### src/key_switch_reset_defs.vh
// constants shared by the key switch reset and retention control block
`ifndef KEY_SWITCH_RESET_DEFS_VH
`define KEY_SWITCH_RESET_DEFS_VH
// clock and timing
`define CLK_HZ 25000000
`define CYC_PER_MS (`CLK_HZ / 1000)
`define GESTURE_TIME_MS 1500
`define DEBOUNCE_TIME_MS 10
`define FLASH_TIME_MS 500
`define HWRST_CYCLES 8'h10
`define CNT_W 26
// debounced key position codes
`define POS_NONE 2'h0
`define POS_REMOTE 2'h1
`define POS_RUN 2'h2
`define POS_PROGRAM 2'h3
// data area mask bits
`define AREA_G 0
`define AREA_M 1
`define AREA_I 2
`define AREA_Q 3
`define AREA_R 4
`define AREA_S 5
`define AREA_ALL 6'h3f
`define AREA_NO_S 6'h1f
`define AREA_NO_R 6'h2f
`define AREA_COPY 6'h1f
`define AREA_NONE 6'h00
// register byte offsets
`define REG_CTRL 8'h00
`define REG_CMD 8'h04
`define REG_STATUS 8'h08
`define REG_PROG_TIME 8'h0c
`define REG_IO_TIME 8'h10
`define REG_RED_TIME 8'h14
`define REG_TASK_CYCLE 8'h18
`define REG_IRQ_STATUS 8'h1c
`define REG_IRQ_CLEAR 8'h20
`define REG_IRQ_ENABLE 8'h24
// command register bits
`define CMD_RESET 0
`define CMD_COLD 1
`define CMD_WARM 2
`define CMD_CLEAR 3
// event bits in interrupt registers
`define EV_HWRESET 0
`define EV_FACTORY 1
`define EV_OVERRUN 2
`define EV_BATTERY 3
`define EV_POWERUP 4
`define EV_W 5
// bus responses
`define RESP_OKAY 2'h0
`define RESP_SLVERR 2'h2
`endif

### src/key_debounce.v
// synchronises and debounces a group of slow input pins
`timescale 1ns/1ns
`default_nettype none
`include "key_switch_reset_defs.vh"
module key_debounce #(
   parameter WIDTH = 5,
   parameter [`CNT_W-1:0] DEBOUNCE_CYCLES = `DEBOUNCE_TIME_MS * `CYC_PER_MS
) (
   input wire clk,
   input wire rst,
   input wire [WIDTH-1:0] pinIn,
   output wire [WIDTH-1:0] stableOut
);
   genvar i;
   generate
      for (i = 0; i < WIDTH; i = i + 1) begin : g_bit
         reg meta_q;
         reg sync_q;
         reg stable_q;
         reg [`CNT_W-1:0] count_q;
         // first flop feeds only the second one
         always @(posedge clk or posedge rst) begin
            if (rst) begin
               meta_q <= 1'b0;
               sync_q <= 1'b0;
            end else begin
               meta_q <= pinIn[i];
               sync_q <= meta_q;
            end
         end
         // level must hold for the whole window before it is believed
         always @(posedge clk or posedge rst) begin
            if (rst) begin
               stable_q <= 1'b0;
               count_q <= {`CNT_W{1'b0}};
            end else if (sync_q == stable_q) begin
               count_q <= {`CNT_W{1'b0}};
            end else if (count_q >= DEBOUNCE_CYCLES - 1'b1) begin
               stable_q <= sync_q;
               count_q <= {`CNT_W{1'b0}};
            end else begin
               count_q <= count_q + 1'b1;
            end
         end
         assign stableOut[i] = stable_q;
      end
   endgenerate
endmodule // key_debounce
`default_nettype wire

### src/lamp_flasher.v
// one single flash of the update and battery lamps, then a done pulse
`timescale 1ns/1ns
`default_nettype none
`include "key_switch_reset_defs.vh"
module lamp_flasher #(
   parameter [`CNT_W-1:0] FLASH_CYCLES = `FLASH_TIME_MS * `CYC_PER_MS
) (
   input wire clk,
   input wire rst,
   input wire start,
   output reg lampOn,
   output reg done
);
   reg [`CNT_W-1:0] count_q;
   // lamps lit for one window only, so the flash happens exactly once
   always @(posedge clk or posedge rst) begin
      if (rst) begin
         lampOn <= 1'b0;
         done <= 1'b0;
         count_q <= {`CNT_W{1'b0}};
      end else begin
         done <= 1'b0;
         if (start && !lampOn) begin
            lampOn <= 1'b1;
            count_q <= {`CNT_W{1'b0}};
         end else if (lampOn) begin
            if (count_q >= FLASH_CYCLES - 1'b1) begin
               lampOn <= 1'b0;
               done <= 1'b1;
            end else begin
               count_q <= count_q + 1'b1;
            end
         end
      end
   end
endmodule // lamp_flasher
`default_nettype wire

### src/key_switch_reset_control.v
// key switch gestures, reset commands, retention and redundancy control
//
// Design decisions made here: the address map and register access over AXI4-Lite.
`timescale 1ns/1ns
`default_nettype none
`include "key_switch_reset_defs.vh"
module key_switch_reset_control #(
   parameter [`CNT_W-1:0] GESTURE_CYCLES = `GESTURE_TIME_MS * `CYC_PER_MS,
   parameter [`CNT_W-1:0] DEBOUNCE_CYCLES = `DEBOUNCE_TIME_MS * `CYC_PER_MS,
   parameter [`CNT_W-1:0] FLASH_CYCLES = `FLASH_TIME_MS * `CYC_PER_MS
) (
   input wire clk,
   input wire rst,
   input wire [31:0] s_axi_awaddr,
   input wire s_axi_awvalid,
   output wire s_axi_awready,
   input wire [31:0] s_axi_wdata,
   input wire [3:0] s_axi_wstrb,
   input wire s_axi_wvalid,
   output wire s_axi_wready,
   output reg [1:0] s_axi_bresp,
   output reg s_axi_bvalid,
   input wire s_axi_bready,
   input wire [31:0] s_axi_araddr,
   input wire s_axi_arvalid,
   output wire s_axi_arready,
   output reg [31:0] s_axi_rdata,
   output reg [1:0] s_axi_rresp,
   output reg s_axi_rvalid,
   input wire s_axi_rready,
   input wire remotePosition,
   input wire runPosition,
   input wire programPosition,
   input wire batteryLowPin,
   input wire isMasterPin,
   output reg localHwReset,
   output reg mastershipRelease,
   output reg [5:0] areaInit,
   output reg retainRestore,
   output reg storageErase,
   output reg userFilesErase,
   output reg [5:0] copyAreas,
   output reg redundancyCopyEn,
   output reg updateLamp,
   output reg batteryLamp,
   output reg faultLamp,
   output reg cpuFault,
   output wire irq
);
   // gesture states, one hot
   localparam [4:0] ST_IDLE = 5'h01;
   localparam [4:0] ST_AWAY1 = 5'h02;
   localparam [4:0] ST_BACK1 = 5'h04;
   localparam [4:0] ST_AWAY2 = 5'h08;
   localparam [4:0] ST_WAIT = 5'h10;

   wire [4:0] pinStable;
   wire flashOn;
   wire flashDone;
   reg [1:0] keyPos;
   reg [1:0] lastPos_q;
   reg [4:0] state_q;
   reg wantProgram_q;
   reg [`CNT_W-1:0] gestTimer_q;
   reg hwGesture;
   reg factoryGesture;
   reg [7:0] rstCount_q;
   reg restartPending_q;
   reg powerUp_q;
   reg redEnable_q;
   reg [15:0] progTime_q;
   reg [15:0] ioTime_q;
   reg [15:0] redTime_q;
   reg [15:0] taskCycle_q;
   reg overrun_q;
   reg batteryPrev_q;
   reg [`EV_W-1:0] irqStatus_q;
   reg [`EV_W-1:0] irqEnable_q;
   reg [`EV_W-1:0] events;
   reg [`EV_W-1:0] irqClear;
   reg [31:0] awAddr_q;
   reg [31:0] wData_q;
   reg [3:0] wStrb_q;
   reg awHave_q;
   reg wHave_q;
   reg [3:0] cmdPulse;
   wire doWrite;
   wire [17:0] loadSum;

   // applies the two low byte enables to a 16-bit time register
   function [15:0] mergeBytes;
      input [15:0] oldVal;
      input [31:0] newVal;
      input [3:0] strb;
      integer b;
      begin
         mergeBytes = oldVal;
         for (b = 0; b < 2; b = b + 1) begin
            if (strb[b]) begin
               mergeBytes[b*8 +: 8] = newVal[b*8 +: 8];
            end
         end
      end
   endfunction

   // true for every offset that the register map decodes
   function isMapped;
      input [7:0] addr;
      begin
         case (addr)
            `REG_CTRL, `REG_CMD, `REG_STATUS, `REG_PROG_TIME, `REG_IO_TIME,
            `REG_RED_TIME, `REG_TASK_CYCLE, `REG_IRQ_STATUS, `REG_IRQ_CLEAR,
            `REG_IRQ_ENABLE: isMapped = 1'b1;
            default: isMapped = 1'b0;
         endcase
      end
   endfunction

   // all pins cross two flops and a debounce window first
   key_debounce #(
      .WIDTH(5),
      .DEBOUNCE_CYCLES(DEBOUNCE_CYCLES)
   ) u_debounce (
      .clk(clk),
      .rst(rst),
      .pinIn({isMasterPin, batteryLowPin, programPosition, runPosition,
         remotePosition}),
      .stableOut(pinStable)
   );

   // lamp flash before the factory restart
   lamp_flasher #(
      .FLASH_CYCLES(FLASH_CYCLES)
   ) u_flasher (
      .clk(clk),
      .rst(rst),
      .start(factoryGesture),
      .lampOn(flashOn),
      .done(flashDone)
   );

   // contacts between positions read as no position and are ignored
   always @* begin
      case (pinStable[2:0])
         3'h1: keyPos = `POS_REMOTE;
         3'h2: keyPos = `POS_RUN;
         3'h4: keyPos = `POS_PROGRAM;
         default: keyPos = `POS_NONE;
      endcase
   end

   // gesture detector; one gesture at a time, timer from first move
   always @(posedge clk or posedge rst) begin
      if (rst) begin
         state_q <= ST_WAIT;
         lastPos_q <= `POS_NONE;
         wantProgram_q <= 1'b0;
         gestTimer_q <= {`CNT_W{1'b0}};
         hwGesture <= 1'b0;
         factoryGesture <= 1'b0;
      end else begin
         hwGesture <= 1'b0;
         factoryGesture <= 1'b0;
         if (keyPos != `POS_NONE) begin
            lastPos_q <= keyPos;
         end
         if (state_q != ST_IDLE && state_q != ST_WAIT) begin
            gestTimer_q <= gestTimer_q + 1'b1;
         end
         case (state_q)
            ST_IDLE: begin
               gestTimer_q <= {`CNT_W{1'b0}};
               if (keyPos == `POS_RUN || keyPos == `POS_PROGRAM) begin
                  wantProgram_q <= (keyPos == `POS_PROGRAM);
                  state_q <= ST_AWAY1;
               end
            end
            ST_AWAY1, ST_BACK1, ST_AWAY2: begin
               if (gestTimer_q >= GESTURE_CYCLES - 1'b1) begin
                  state_q <= ST_WAIT;
               end else if (keyPos != `POS_NONE && keyPos != lastPos_q) begin
                  if (keyPos == `POS_REMOTE && state_q == ST_AWAY1) begin
                     state_q <= ST_BACK1;
                  end else if (keyPos == `POS_REMOTE) begin
                     state_q <= ST_IDLE;
                     hwGesture <= !wantProgram_q;
                     factoryGesture <= wantProgram_q;
                  end else if (state_q == ST_BACK1 &&
                        (keyPos == `POS_PROGRAM) == wantProgram_q) begin
                     state_q <= ST_AWAY2;
                  end else begin
                     state_q <= ST_WAIT;
                  end
               end
            end
            ST_WAIT: begin
               if (keyPos == `POS_REMOTE) begin
                  state_q <= ST_IDLE;
               end
            end
            default: state_q <= ST_WAIT;
         endcase
      end
   end

   // commands are refused while the key sits in run
   always @* begin
      cmdPulse = 4'h0;
      if (doWrite && awAddr_q[7:0] == `REG_CMD && wStrb_q[0] &&
            keyPos != `POS_RUN) begin
         cmdPulse = wData_q[3:0];
      end
   end

   // area initialisation and erase pulses, sources merged per cycle
   always @(posedge clk or posedge rst) begin
      if (rst) begin
         areaInit <= `AREA_NONE;
         retainRestore <= 1'b0;
         storageErase <= 1'b0;
         userFilesErase <= 1'b0;
         powerUp_q <= 1'b0;
      end else begin
         powerUp_q <= 1'b1;
         retainRestore <= !powerUp_q;
         storageErase <= cmdPulse[`CMD_CLEAR];
         userFilesErase <= factoryGesture;
         areaInit <= (!powerUp_q ? `AREA_NO_R : `AREA_NONE)
            | (cmdPulse[`CMD_RESET] ? `AREA_NO_R : `AREA_NONE)
            | (cmdPulse[`CMD_COLD] ? `AREA_ALL : `AREA_NONE)
            | (cmdPulse[`CMD_CLEAR] ? `AREA_ALL : `AREA_NONE)
            | (factoryGesture ? `AREA_ALL : `AREA_NONE)
            | ((keyPos == `POS_RUN && lastPos_q != `POS_RUN) ?
               `AREA_NO_S : `AREA_NONE);
         // a warm reset forces areaInit to none that cycle, dropping every other source, so all data stays as it was
         if (cmdPulse[`CMD_WARM]) begin
            areaInit <= areaInit & `AREA_NONE;
         end
      end
   end

   // local hardware reset; the partner frame never sees it
   always @(posedge clk or posedge rst) begin
      if (rst) begin
         localHwReset <= 1'b0;
         rstCount_q <= 8'h00;
         restartPending_q <= 1'b0;
         mastershipRelease <= 1'b0;
      end else begin
         mastershipRelease <= 1'b0;
         if (factoryGesture) begin
            restartPending_q <= 1'b1;
         end
         if (hwGesture || (restartPending_q && flashDone)) begin
            restartPending_q <= 1'b0;
            localHwReset <= 1'b1;
            rstCount_q <= 8'h00;
            mastershipRelease <= pinStable[4];
         end else if (localHwReset) begin
            if (rstCount_q >= `HWRST_CYCLES - 8'h01) begin
               localHwReset <= 1'b0;
            end else begin
               rstCount_q <= rstCount_q + 8'h01;
            end
         end
      end
   end

   assign loadSum = {2'h0, progTime_q} + {2'h0, ioTime_q} + {2'h0, redTime_q};

   // overrun, lamps and redundancy copy
   always @(posedge clk or posedge rst) begin
      if (rst) begin
         overrun_q <= 1'b0;
         faultLamp <= 1'b0;
         cpuFault <= 1'b0;
         redundancyCopyEn <= 1'b0;
         copyAreas <= `AREA_NONE;
         updateLamp <= 1'b0;
         batteryLamp <= 1'b0;
         batteryPrev_q <= 1'b0;
      end else begin
         overrun_q <= loadSum > {2'h0, taskCycle_q};
         faultLamp <= overrun_q;
         cpuFault <= overrun_q;
         // only a healthy master sends its areas across
         redundancyCopyEn <= redEnable_q && pinStable[4] && !overrun_q;
         copyAreas <= (redEnable_q && pinStable[4] && !overrun_q) ?
            `AREA_COPY : `AREA_NONE;
         updateLamp <= flashOn;
         batteryLamp <= pinStable[3] | flashOn;
         batteryPrev_q <= pinStable[3];
      end
   end

   // sticky events; a new event beats a clear in the same cycle
   always @* begin
      events = {`EV_W{1'b0}};
      events[`EV_HWRESET] = hwGesture;
      events[`EV_FACTORY] = factoryGesture;
      events[`EV_OVERRUN] = overrun_q && !faultLamp;
      events[`EV_BATTERY] = pinStable[3] && !batteryPrev_q;
      events[`EV_POWERUP] = retainRestore;
      irqClear = {`EV_W{1'b0}};
      if (doWrite && awAddr_q[7:0] == `REG_IRQ_CLEAR && wStrb_q[0]) begin
         irqClear = wData_q[`EV_W-1:0];
      end
   end
   assign irq = |(irqStatus_q & irqEnable_q);

   // write channel: address and data may arrive in either order
   assign s_axi_awready = !awHave_q && !s_axi_bvalid;
   assign s_axi_wready = !wHave_q && !s_axi_bvalid;
   assign doWrite = awHave_q && wHave_q && !s_axi_bvalid;
   always @(posedge clk or posedge rst) begin
      if (rst) begin
         awHave_q <= 1'b0;
         wHave_q <= 1'b0;
         awAddr_q <= 32'h00000000;
         wData_q <= 32'h00000000;
         wStrb_q <= 4'h0;
         s_axi_bvalid <= 1'b0;
         s_axi_bresp <= `RESP_OKAY;
         redEnable_q <= 1'b0;
         progTime_q <= 16'h0000;
         ioTime_q <= 16'h0000;
         redTime_q <= 16'h0000;
         taskCycle_q <= 16'hffff;
         irqStatus_q <= {`EV_W{1'b0}};
         irqEnable_q <= {`EV_W{1'b0}};
      end else begin
         irqStatus_q <= (irqStatus_q & ~irqClear) | events;
         if (s_axi_awvalid && s_axi_awready) begin
            awHave_q <= 1'b1;
            awAddr_q <= s_axi_awaddr;
         end
         if (s_axi_wvalid && s_axi_wready) begin
            wHave_q <= 1'b1;
            wData_q <= s_axi_wdata;
            wStrb_q <= s_axi_wstrb;
         end
         if (s_axi_bvalid && s_axi_bready) begin
            s_axi_bvalid <= 1'b0;
         end
         if (doWrite) begin
            awHave_q <= 1'b0;
            wHave_q <= 1'b0;
            s_axi_bvalid <= 1'b1;
            s_axi_bresp <= isMapped(awAddr_q[7:0]) && awAddr_q[31:8] == 24'h0 ?
               `RESP_OKAY : `RESP_SLVERR;
            case (awAddr_q)
               {24'h0, `REG_CTRL}: redEnable_q <= wStrb_q[0] ? wData_q[0] : redEnable_q;
               {24'h0, `REG_PROG_TIME}:
                  progTime_q <= mergeBytes(progTime_q, wData_q, wStrb_q);
               {24'h0, `REG_IO_TIME}:
                  ioTime_q <= mergeBytes(ioTime_q, wData_q, wStrb_q);
               {24'h0, `REG_RED_TIME}:
                  redTime_q <= mergeBytes(redTime_q, wData_q, wStrb_q);
               {24'h0, `REG_TASK_CYCLE}:
                  taskCycle_q <= mergeBytes(taskCycle_q, wData_q, wStrb_q);
               {24'h0, `REG_IRQ_ENABLE}:
                  irqEnable_q <= wStrb_q[0] ? wData_q[`EV_W-1:0] : irqEnable_q;
               default: redEnable_q <= redEnable_q;
            endcase
         end
      end
   end

   // read channel: one read in flight, data from a register
   assign s_axi_arready = !s_axi_rvalid;
   always @(posedge clk or posedge rst) begin
      if (rst) begin
         s_axi_rvalid <= 1'b0;
         s_axi_rdata <= 32'h00000000;
         s_axi_rresp <= `RESP_OKAY;
      end else if (s_axi_arvalid && s_axi_arready) begin
         s_axi_rvalid <= 1'b1;
         s_axi_rresp <= isMapped(s_axi_araddr[7:0]) && s_axi_araddr[31:8] == 24'h0 ?
            `RESP_OKAY : `RESP_SLVERR;
         case (s_axi_araddr)
            {24'h0, `REG_CTRL}: s_axi_rdata <= {31'h0, redEnable_q};
            {24'h0, `REG_STATUS}: s_axi_rdata <= {21'h0, state_q, cpuFault,
               redundancyCopyEn, pinStable[4], pinStable[3], keyPos};
            {24'h0, `REG_PROG_TIME}: s_axi_rdata <= {16'h0, progTime_q};
            {24'h0, `REG_IO_TIME}: s_axi_rdata <= {16'h0, ioTime_q};
            {24'h0, `REG_RED_TIME}: s_axi_rdata <= {16'h0, redTime_q};
            {24'h0, `REG_TASK_CYCLE}: s_axi_rdata <= {16'h0, taskCycle_q};
            {24'h0, `REG_IRQ_STATUS}: s_axi_rdata <= {27'h0, irqStatus_q};
            {24'h0, `REG_IRQ_ENABLE}: s_axi_rdata <= {27'h0, irqEnable_q};
            default: s_axi_rdata <= 32'h00000000;
         endcase
      end else if (s_axi_rready) begin
         s_axi_rvalid <= 1'b0;
      end
   end
endmodule // key_switch_reset_control
`default_nettype wire

### config.mk
export PLATFORM = sky130hd
export DESIGN_NAME = key_switch_reset_control
export DESIGN_NICKNAME = d
export VERILOG_FILES = /design/src/key_debounce.v /design/src/lamp_flasher.v /design/src/key_switch_reset_control.v
export VERILOG_INCLUDE_DIRS = /design/src
export SDC_FILE = /design/constraint.sdc
export NUM_CORES = 1
export LEC_CHECK = 0
export BUFFER_PORTS_ARGS = -buffer_cell sky130_fd_sc_hd__clkbuf_2
export CORE_ASPECT_RATIO = 0.5
export CORE_UTILIZATION = 35
export DETAILED_ROUTE_END_ITERATION = 10
export GPL_TIMING_DRIVEN = 0
export SETUP_SLACK_MARGIN = 0.4
export SLEW_MARGIN = 20
export SYNTH_ARGS = -nofsm -noshare
export SYNTH_HDL_FRONTEND = slang
export SYNTH_SLANG_ARGS = --single-unit
export TNS_END_PERCENT = 30
### constraint.sdc
create_clock -name clk -period 16.7 [get_ports clk]
set_clock_uncertainty 0.1 [all_clocks]
set_input_delay 1.67 -clock clk [delete_from_list [all_inputs] [get_ports clk]]
set_output_delay 1.67 -clock clk [all_outputs]
set_load 0.1 [all_outputs]
==> results of run 1 <==
## registers in the layout, summed over array words and instances, names as in the netlist, 2 cells and up
signal and flops:
irqEnable_q 5, redTime_q 16, s_axi_rdata 16, u_debounce.g_bit.sync_q 5
progTime_q 16, gestTimer_q 26, rstCount_q 8, state_q 5
wData_q 16, awAddr_q 32, lastPos_q 2, u_debounce.g_bit.count_q 130
u_flasher.count_q 26, irqStatus_q 5, u_debounce.g_bit.meta_q 5, areaInit 3
taskCycle_q 16, ioTime_q 16, u_debounce.g_bit.stable_q 5, wStrb_q 2
## per-layer routing
metal  track usage, %  routed length (um)  vias up
met2            25.46               18720      210
met5                0                   0        -
met3            2.419                1554       72
met4            5.173                1163        0
met1            20.36               17810     6209
li1                 -                   -     6133
## metrics by stage
stage	total power, mW	util [%]	setup WS [ns]	instance area, sq um	hold slack (ns)
3_5_place_dp	1.511	39.33	11.79	19840	0.2356
5_1_grt	2.444	41.77	12.07	21070	0.2573
6_report	2.337	41.77	12.28	21070	0.2473
2_1_floorplan	1.400	-	4.401	18170	0.2312
3_3_place_gp	1.501	39.11	0.1187	19730	0.2376
4_1_cts	2.366	41.76	12.36	21060	0.2502
## report_power, final
part	internal, mW	switching [mW]
logic	0.136	0.254
registers	1.01	0.0875
clock network	0.480	0.364
total	1.63	0.706
## worst max path at each step
| stage | start | end | slack [ns] | cells past startpoint |
|---|---|---|---|---|
| 3_5_place_dp | s_axi_araddr[31] | s_axi_rdata[5] | 11.79 | 8 |
| 5_1_grt | s_axi_araddr[31] | s_axi_rdata[5] | 12.07 | 8 |
| 3_3_place_gp | rst | wData_q[15] | 0.12 | 2 |
| 2_1_floorplan | rst | areaInit[3] | 4.40 | 1 |
| 4_1_cts | s_axi_araddr[31] | s_axi_rdata[5] | 12.36 | 8 |
| 6_report | s_axi_araddr[31] | s_axi_rdata[5] | 12.28 | 8 |
## area by class of cell
class,count,area [sq um],share of cell area (%)
Sequential cell,380,9530,45.24
Multi-Input combinational cell,1175,8132,38.60
Clock buffer,49,1052,4.995
Tap cell,690,863.3,4.098
Timing Repair Buffer,142,780.7,3.706
Buffer,68,364.1,1.728
Clock inverter,19,172.7,0.8196
Inverter,44,172.7,0.8196
## worst max-delay path: stages
cell	delay, ns
clkbuf_2	0.08
nor4_1	0.31
nand4_1	0.56
nor4_2	0.96
clkbuf_1	0.61
a22oi_1	0.20
o211ai_1	0.21
a22o_1	0.18
## synthesized netlist by cell type, types with 10 or more instances
master / count
a222oi_1: 12
and3_1: 49
nand3_1: 66
xnor2_1: 53
dfstp_2: 17
nand4_1: 28
buf_4: 28
nand2_1: 112
nor2b_1: 10
nor4_1: 39
a31oi_1: 11
o21ai_0: 31
nor3_1: 26
xor2_1: 66
and2_1: 15
mux2_2: 130
ha_1: 39
inv_1: 44
dfrtp_1: 363
o211ai_1: 17
mux2i_1: 16
a21oi_1: 32
or3_1: 11
a21o_1: 15
fa_1: 17
clkbuf_1: 34
nor2_1: 187
a22oi_1: 16
## cell families after synthesis
kind of cell               count (synthesis)
and+or+nand+nor                          592
adders and majority gates                 56
xor gates and xnor gates                 119
DFF                                      380
other                                      2
muxes                                    146
buffers and inverters                    112
AOI/OAI and AO/OA                        202
==> flow_metrics.py, run 1 <==
metrics = {
    "cells_and_area": {
        "layout.cells.most_common_list": "363 x dfrtp_1, 186 x nor2_1, 138 x clkbuf_2",
        "fill_cells": 4845,
        "drive_above_1_share_pct": 21.79,
        "final_net_count": 2017,
        "antenna_cells_inserted": 0,
        "layoutNonFillerInstCount": 2567,
        "growth_of_design_area_from_synthesis_to_finish_pct": 17.34,
        "final_common_cell": "dfrtp_1",
    },
    "route": {
        "route.detailed.vias_per_inst": 4.918,
        "postRouteAntennaNets": 0,
        "post_drt_wl_per_cell_um": 15.29,
        "drt_first_pass_iters": 6,
        "drc_errors": 0,
        "drt_iter0_drc": 766,
        "vias": 12624,
        "route.final.wire_length_mm": 39.25,
    },
    "yosys": {
        "synth_cells": 1609,
        "synth.top_cells.by_area": "dfrtp_1 51%, mux2_2 8.2%, nor2_1 3.9%",
        "syn_area_sq_um": 17950,
        "synth_top_cell_area_share_pct": 50.59,
        "avgSynthCellArea_sq_um": 11.16,
        "synth-xor-area-share_pct": 5.805,
        "yosysUniqueCellTypes": 70,
        "synth_simple_gate_area_share_pct": 16.36,
        "ys_async_sr_fraction_pct": 100.0,
        "synth_compound_gate_area_share_pct": 8.111,
        "synth_edf_count": 0,
        "ys_seq_elements": 380,
        "synth.yosys.seq_area_share_pct": 53.08,
        "synth_flop_cell": "dfrtp_1",
        "cell_taking_the_most_area_after_synthesis": "dfrtp_1",
        "synth.mux.area_fraction_pct": 9.045,
        "synth_top_family_by_area": "simple AND/OR/NAND/NOR gates",
        "adder_and_majority_cell_fraction_of_the_synthesized_area_pct": 4.613,
        "synth_warnings": 0,
    },
    "cts": {
        "clk_latency_ns": 0.54,
        "cts-root-buf": "clkbuf_16",
        "cts_made_buffers": 38,
        "holdBufCountCts": 0,
        "clk_pin_slew_worst_paths_ns": 0.06,
        "ctsResizeCount": 0,
        "post-cts-setup-buffers": 0,
        "cts_tree": "done",
        "cts-root-to-sink-buffers": 3,
        "clock_sinks": 380,
        "ctsHtreeMaxLevel": 2,
    },
    "sta": {
        "max_freq_mhz": 226.4,
        "final-hold-violation-count": 0,
        "number_of_setup_violations_in_the_final_report": 0,
        "timing.final.max_slew_violations": 0,
        "tightestPinTransition_ns": 1.203,
        "final_worst_path_period_need_ns": 4.417,
        "setup-tns-final_ns": 0,
        "final.period_utilization_pct": 26.45,
        "timing.slew.headroom_pct": 19.07,
        "rsz0062_at_grt": "no",
    },
    "flow_run": {
        "maxCapViolations": 0,
    },
    "floorplanning": {
        "chipHeight_um": 162.2,
        "initial_utilization_pct": 35.60,
        "num_io_pins": 176,
        "core-area_sq_um": 50440,
        "die_outline_area_sq_um": 52260,
        "die_w_um": 322.3,
        "rows": 58,
    },
    "grt": {
        "gr_ovfl_total": 0,
        "globalRouteTotalUtil_pct": 15.31,
        "grt_pass1_wl_mm": 65.05,
        "via_count_of_the_first_global_routing_pass": 12555,
        "grt_start_max_net_pins": 105,
        "antenna_found_initial": 0,
    },
    "critical_path": {
        "crit_path_dat_ns": 4.80,
        "critical_path.reg2reg.endpoint": "overrun_q",
        "endpoint_kind": "register",
        "worst_path_max_fanout": 10,
        "timing_worst_setup_path_type": "input port to register",
        "worst_ep_required_time_ns": 17.08,
        "critPathLaunchType": "input port",
        "timing.reg2reg.setup_slack_ns": 12.64,
        "rr_worst_depth": 17,
        "timing.rr.start": "progTime_q[1]",
    },
    "place": {
        "post-dp-hpwl_mm": 28.01,
        "globalplace.congestion": 0.8238,
        "port_buffers": 138,
        "dp.cells": 2499,
    },
    "pwr": {
        "powerDensity_nw_per_um2": 110.9,
        "max-vdd-ir-drop_mv": 0.07808,
        "cellLeakagePower_nw": 9.565,
    },
    "hold_path": {
        "min_path_type": "register to register",
        "holdPathStages": 0,
        "hold_start": "u_debounce.g_bit[1].meta_q",
        "hold-path-endpoint": "u_debounce.g_bit[1].sync_q",
    },
    "status": {
        "result_of_the_run": "completed",
    },
}
(Power assumes the default switching activity.)
==> inputs of run 2 (changes only) <==
clock period = 4 ns   (was 16.7 ns; I/O delays follow)
==> flow_metrics.py, run 2 (synthesis results as in run 1) <==
metrics = {
    "hold_path": {
        "min_path_type": "input port to register",
    },
    "critical_path": {
        "cpMaxStageDelayCell": "fa_1",
        "endpoint_kind": "register",
        "worst_ep_required_time_ns": 4.31,
        "critPathMostFrequentCell": "ha_1",
        "rr_worst_depth": 15,
        "critical_path.reg2reg.endpoint": "overrun_q",
        "crit_path_max_incr_delay_ns": 0.60,
        "timing.reg2reg.setup_slack_ns": 0.07,
        "timing.rr.start": "redTime_q[2]",
        "worst_setup_path_startpoint": "redTime_q[2]",
        "crit_path_dat_ns": 4.24,
        "capture_point_of_the_critical_path": "overrun_q",
        "timing_worst_setup_path_type": "register to register",
        "critPathLaunchType": "register",
        "worst_path_max_fanout": 4,
        "timing.critical_path.cells": "fa_1 -> ha_1 -> a211oi_2 -> nor2_1 -> o31a_1 -> buf_4 -> o21ai_2 -> nor2b_4 -> xnor2_1 -> ha_1 -> and2_1 -> a221o_1 -> a22oi_2 -> o211ai_1 -> a22o_1",
    },
    "cells_and_area": {
        "multiInputGateArea_sq_um": 8180,
        "antenna_cells_inserted": 0,
        "layoutNonFillerInstCount": 2631,
        "fill_cells": 4676,
        "final_net_count": 2083,
        "max_flop_register": "u_debounce.g_bit.count_q",
        "drive_above_1_share_pct": 22.36,
        "final-seq-area_sq_um": 9530,
        "growth_of_design_area_from_synthesis_to_finish_pct": 22.08,
        "reg.largest.list": "u_debounce.g_bit.count_q x130, awAddr_q x32",
        "largest_register_ff_count": 130,
        "layout.cells.most_common_list": "363 x dfrtp_1, 186 x nor2_1, 139 x clkbuf_2",
        "final_common_cell": "dfrtp_1",
    },
    "route": {
        "drt_first_pass_iters": 7,
        "vias": 12871,
        "drt_iter0_drc": 770,
        "post_drt_wl_per_cell_um": 15.28,
        "route.detailed.vias_per_inst": 4.892,
        "postRouteAntennaNets": 0,
        "route.final.wire_length_mm": 40.19,
        "drc_errors": 0,
    },
    "sta": {
        "final.period_utilization_pct": 98.21,
        "max_freq_mhz": 254.5,
        "timing.final.max_slew_violations": 0,
        "tightestPinTransition_ns": 1.155,
        "number_of_setup_violations_in_the_final_report": 0,
        "timing.slew.headroom_pct": 22.68,
        "final_worst_path_period_need_ns": 3.929,
        "setup-tns-final_ns": 0,
        "final-hold-violation-count": 0,
        "rsz0062_at_grt": "yes",
    },
    "pwr": {
        "clockPowerShare_pct": 36.9,
        "max-vdd-ir-drop_mv": 0.2365,
        "cellLeakagePower_nw": 9.936,
        "power_switching_share_pct": 29.47,
        "p_comb_share_pct": 16.9,
        "powerDensity_nw_per_um2": 455.3,
        "internal_power_mw": 7.039,
        "switching_power_mw": 2.941,
        "power.sequential.fraction_pct": 46.2,
    },
    "grt": {
        "antenna_found_initial": 1,
        "via_count_of_the_first_global_routing_pass": 12922,
        "grt_pass1_wl_mm": 66.87,
        "gr_ovfl_total": 0,
        "globalRouteTotalUtil_pct": 15.70,
        "grt_start_max_net_pins": 35,
    },
    "cts": {
        "clk_pin_slew_worst_paths_ns": 0.07,
        "ctsHtreeMaxLevel": 2,
        "cts-root-to-sink-buffers": 3,
        "cts-root-buf": "clkbuf_16",
        "clock_sinks": 380,
        "cts_made_buffers": 37,
        "clk_latency_ns": 0.54,
        "cts_tree": "done",
    },
    "place": {
        "post-dp-hpwl_mm": 28.96,
        "port_buffers": 138,
        "dp.cells": 2509,
        "globalplace.congestion": 0.8164,
    },
    "flow_run": {
        "maxCapViolations": 0,
    },
    "status": {
        "result_of_the_run": "completed",
    },
    "floorplanning": {
        "num_io_pins": 176,
        "core-area_sq_um": 50440,
        "chipHeight_um": 162.2,
        "die_w_um": 322.3,
        "initial_utilization_pct": 35.60,
        "die_outline_area_sq_um": 52260,
        "rows": 58,
    },
}
## run 2: cell types whose count changed in the layout (fill, tap and decap cells not counted), moves of 3 or more
cell and delta:
bufinv_16 +3, dlygate4sd3_1 +49, buf_12 +11, buf_4 +8, clkinv_2 -6
## run 2: through the flow
stage | hold WS, ns | power [mW] | setup slack (ns) | cell area, sq um | util, %
floorplan | 0.2312 | 5.846 | -1.592 | 18180 | -
global placement | 0.2338 | 6.273 | -3.905 | 19730 | 39.12
detailed placement | 0.2409 | 6.340 | -0.1585 | 20030 | 39.70
CTS | 0.001521 | 10.09 | 0.1226 | 21880 | 43.38
global route | 0.005163 | 10.43 | -0.1079 | 21920 | 43.46
finish | 0.01349 | 9.980 | 0.07142 | 21920 | 43.46
## run 2: worst min-delay path by stage
stage                            endpoint  slack [ns]                  startpoint  depth (start not counted)
2_1_floorplan  u_debounce.g_bit[0].sync_q        0.23  u_debounce.g_bit[0].meta_q                          0
3_3_place_gp   u_debounce.g_bit[1].sync_q        0.23  u_debounce.g_bit[1].meta_q                          0
3_5_place_dp   u_debounce.g_bit[3].sync_q        0.24  u_debounce.g_bit[3].meta_q                          0
4_1_cts                      awAddr_q[23]       0.002            s_axi_awaddr[23]                          2
5_1_grt                        wData_q[1]       0.005              s_axi_wdata[1]                          2
6_report                       wData_q[6]        0.01              s_axi_wdata[6]                          2
## run 2: worst max-delay path: cells and delay by family (launching register included)
kind / cells / cell delay [ns]
xor gates and xnor gates: 1 / 0.12
buffers and inverters: 1 / 0.16
adders and majority gates: 3 / 1.11
and+or+nand+nor: 3 / 0.43
DFF: 1 / 0.40
AOI/OAI and AO/OA: 7 / 1.48
## run 2: layout make-up
| type | count | share of cell area, % |
|---|---|---|
| timing repair buffer | 209 | 6.953 |
| inverter | 44 | 0.7706 |
| buffer | 68 | 1.667 |
| multi-input combinational | 1175 | 37.32 |
| clock inverter | 15 | 1.056 |
| clock buffer | 50 | 4.812 |
| tap | 690 | 3.939 |
| sequential | 380 | 43.48 |
## run 2: power groups by stage
stage	clock network [mW]	registers, mW	logic (mW)
after floorplan	0	4.79	1.05
after global placement	0	4.67	1.61
after detailed placement	0	4.67	1.67
after CTS	3.78	4.61	1.71
after global routing	3.93	4.66	1.83
final	3.68	4.61	1.69
## run 2: metal layers
metal | GRT usage, % | part of all wire, % | wire length (um)
met2 | 26.91 | 49 | 19700
met1 | 20.83 | 45 | 18140
met3 | 2.170 | 3.7 | 1473
met5 | 0 | 0 | 0
met4 | 4.242 | 2.2 | 879
## run 2: timing repair
item	4_1_cts	5_1_grt
setup endpoints to repair	1	1
endpoints found under the hold margin	56	0
hold buffers	49	0
buffers inserted	5	3
gates resized for setup	12	5
pin swaps	8	9
==> inputs of run 3 (changes only) <==
--- a/config.mk
+++ b/config.mk
@@ -8,5 +8,4 @@
 export LEC_CHECK = 0
 export BUFFER_PORTS_ARGS = -buffer_cell sky130_fd_sc_hd__clkbuf_2
-export CORE_ASPECT_RATIO = 0.5
 export CORE_UTILIZATION = 35
 export DETAILED_ROUTE_END_ITERATION = 10
==> constraint.sdc (replaced) <==
create_clock -name clk -period 4 [get_ports clk]
set_clock_uncertainty 0.1 [all_clocks]
set_input_delay 0.2 -clock clk [delete_from_list [all_inputs] [get_ports clk]]
set_output_delay 0.2 -clock clk [all_outputs]
set_load 0.1 [all_outputs]
==> flow_metrics.py, run 3 (synthesis results as in run 1) <==
metrics = {
    "sta": {
        "timing.final.max_slew_violations": 0,
        "tightestPinTransition_ns": 1.106,
        "setup_ws_ns": 0.08433,
        "worst_hold_slack_ns": 0.1141,
        "final-hold-violation-count": 0,
        "max_freq_mhz": 255.4,
        "number_of_setup_violations_in_the_final_report": 0,
        "final_worst_path_period_need_ns": 3.916,
        "final.period_utilization_pct": 97.89,
        "rsz0062_at_grt": "yes",
        "timing.slew.headroom_pct": 25.71,
        "setup-tns-final_ns": 0,
    },
    "pwr": {
        "cellLeakagePower_nw": 10.08,
        "totalPowerFinal_mw": 10.33,
        "powerDensity_nw_per_um2": 463.1,
        "max-vdd-ir-drop_mv": 0.2773,
    },
    "cts": {
        "clock_sinks": 380,
        "ctsHtreeMaxLevel": 2,
        "clk_latency_ns": 0.58,
        "cts-root-to-sink-buffers": 3,
        "cts_tree": "done",
        "cts-root-buf": "clkbuf_16",
        "clk_pin_slew_worst_paths_ns": 0.05,
        "cts_made_buffers": 43,
    },
    "place": {
        "port_buffers": 138,
        "detailedPlace.worstSlack_ns": -0.1954,
        "post-dp-hpwl_mm": 30.53,
        "globalplace.congestion": 0.8884,
    },
    "cells_and_area": {
        "final_common_cell": "dfrtp_1",
        "fill_cells": 4696,
        "multiInputGateArea_sq_um": 8258,
        "reg.largest.list": "u_debounce.g_bit.count_q x130, awAddr_q x32",
        "drive_above_1_share_pct": 23.05,
        "growth_of_design_area_from_synthesis_to_finish_pct": 24.22,
        "max_flop_register": "u_debounce.g_bit.count_q",
        "final_core_utilization_pct": 44.28,
        "largest_register_ff_count": 130,
        "final-seq-area_sq_um": 9530,
        "final_net_count": 2108,
        "layout.cells.most_common_list": "363 x dfrtp_1, 184 x nor2_1, 139 x clkbuf_2",
    },
    "route": {
        "post_drt_wl_per_cell_um": 16.08,
        "met1_length_mm": 18.88,
        "drt_iter0_drc": 782,
        "dr_wl_met2_mm": 20.28,
        "drt_first_pass_iters": 5,
        "wl_met3_mm": 2.246,
        "vias": 13207,
        "route.final.wire_length_mm": 42.57,
        "uppermost_layer_routed": "met4",
        "drc_errors": 0,
        "route.detailed.vias_per_inst": 4.988,
        "postRouteAntennaNets": 0,
    },
    "critical_path": {
        "worst_path_max_fanout": 4,
        "crit_path_dat_ns": 4.25,
        "worst_ep_required_time_ns": 4.34,
        "rr_worst_depth": 16,
        "endpoint_kind": "register",
        "timing.rr.start": "redTime_q[2]",
        "worst_setup_path_startpoint": "redTime_q[2]",
        "critPathLaunchType": "register",
        "timing_worst_setup_path_type": "register to register",
    },
    "grt": {
        "grt_pass1_wl_mm": 69.50,
        "grt_start_max_net_pins": 35,
        "via_count_of_the_first_global_routing_pass": 13340,
        "globalRouteTotalUtil_pct": 16.41,
        "antenna_found_initial": 3,
        "gr_ovfl_total": 0,
    },
    "floorplanning": {
        "core-area_sq_um": 50380,
        "die_w_um": 228.5,
        "chipHeight_um": 228.5,
        "rows": 82,
        "die_outline_area_sq_um": 52210,
        "initial_utilization_pct": 35.64,
        "num_io_pins": 176,
    },
    "hold_path": {
        "hold_start": "s_axi_araddr[6]",
        "min_path_type": "input port to register",
        "holdPathStages": 5,
    },
    "flow_run": {
        "maxCapViolations": 0,
    },
    "status": {
        "result_of_the_run": "completed",
    },
}
[run 3: per-stage QoR]
stage | instance area [sq um] | instances
after global routing | 22300 | 2648
final | 22300 | 2648
after global placement | 19710 | 2477
after floorplan | 18180 | 1667
after detailed placement | 20000 | 2491
after CTS | 22240 | 2644
[run 3: final timing paths]
kind | end | slack (ns)
min in group asynchronous | u_debounce.g_bit[4].count_q[3] | 0.12
worst min-delay path | s_axi_rdata[6] | 0.11
worst max register to register | overrun_q | 0.08
worst max-delay path | overrun_q | 0.08
worst min register to register | u_debounce.g_bit[2].sync_q | 0.25
max in group asynchronous | u_debounce.g_bit[2].count_q[25] | 2.75
[run 3: timing repair]
action,4_1_cts,5_1_grt
cloned,0,0
buffers inserted,11,2
setup endpoints to repair,1,1
hold buffers,63,0
pin swaps,18,10
hold endpoints to repair,202,0
resized for setup,20,8
[run 3: layer usage]
layer,track usage (%),vias up
met5,0,-
met4,5.831,0
met3,2.632,84
met2,27.25,311
met1,21.62,6503
li1,-,6309
[run 3: final cells by class]
class                      instances  area share, %
antenna                            2        0.02244
buffer                            68          1.638
clock buffer                      63          5.385
clock inverter                    16          1.043
inverter                          44         0.7573
multi-input combinational       1175          37.02
sequential                       380          42.73
tap                              672          3.770
timing repair buffer             228          7.629
[run 3: power breakdown]
| part | switching (mW) | internal, mW | leakage [nW] |
|---|---|---|---|
| logic | 1.09 | 0.627 | 4.45 |
| registers | 0.358 | 4.24 | 4.93 |
| clock network | 1.59 | 2.42 | 0.696 |
[run 3: critical path, cell delays in order (launching register included)]
cell      delay, ns
dfrtp_1        0.41
fa_2           0.63
ha_4           0.21
a211oi_2       0.23
nor2_2         0.08
o31a_1         0.33
o21ai_2        0.18
nor2b_4        0.19
buf_4          0.12
o211ai_1       0.11
ha_1           0.33
nand2_2        0.07
nor2_4         0.13
nand4_1        0.18
nor3_2         0.21
nor2_1         0.06
a22o_1         0.23
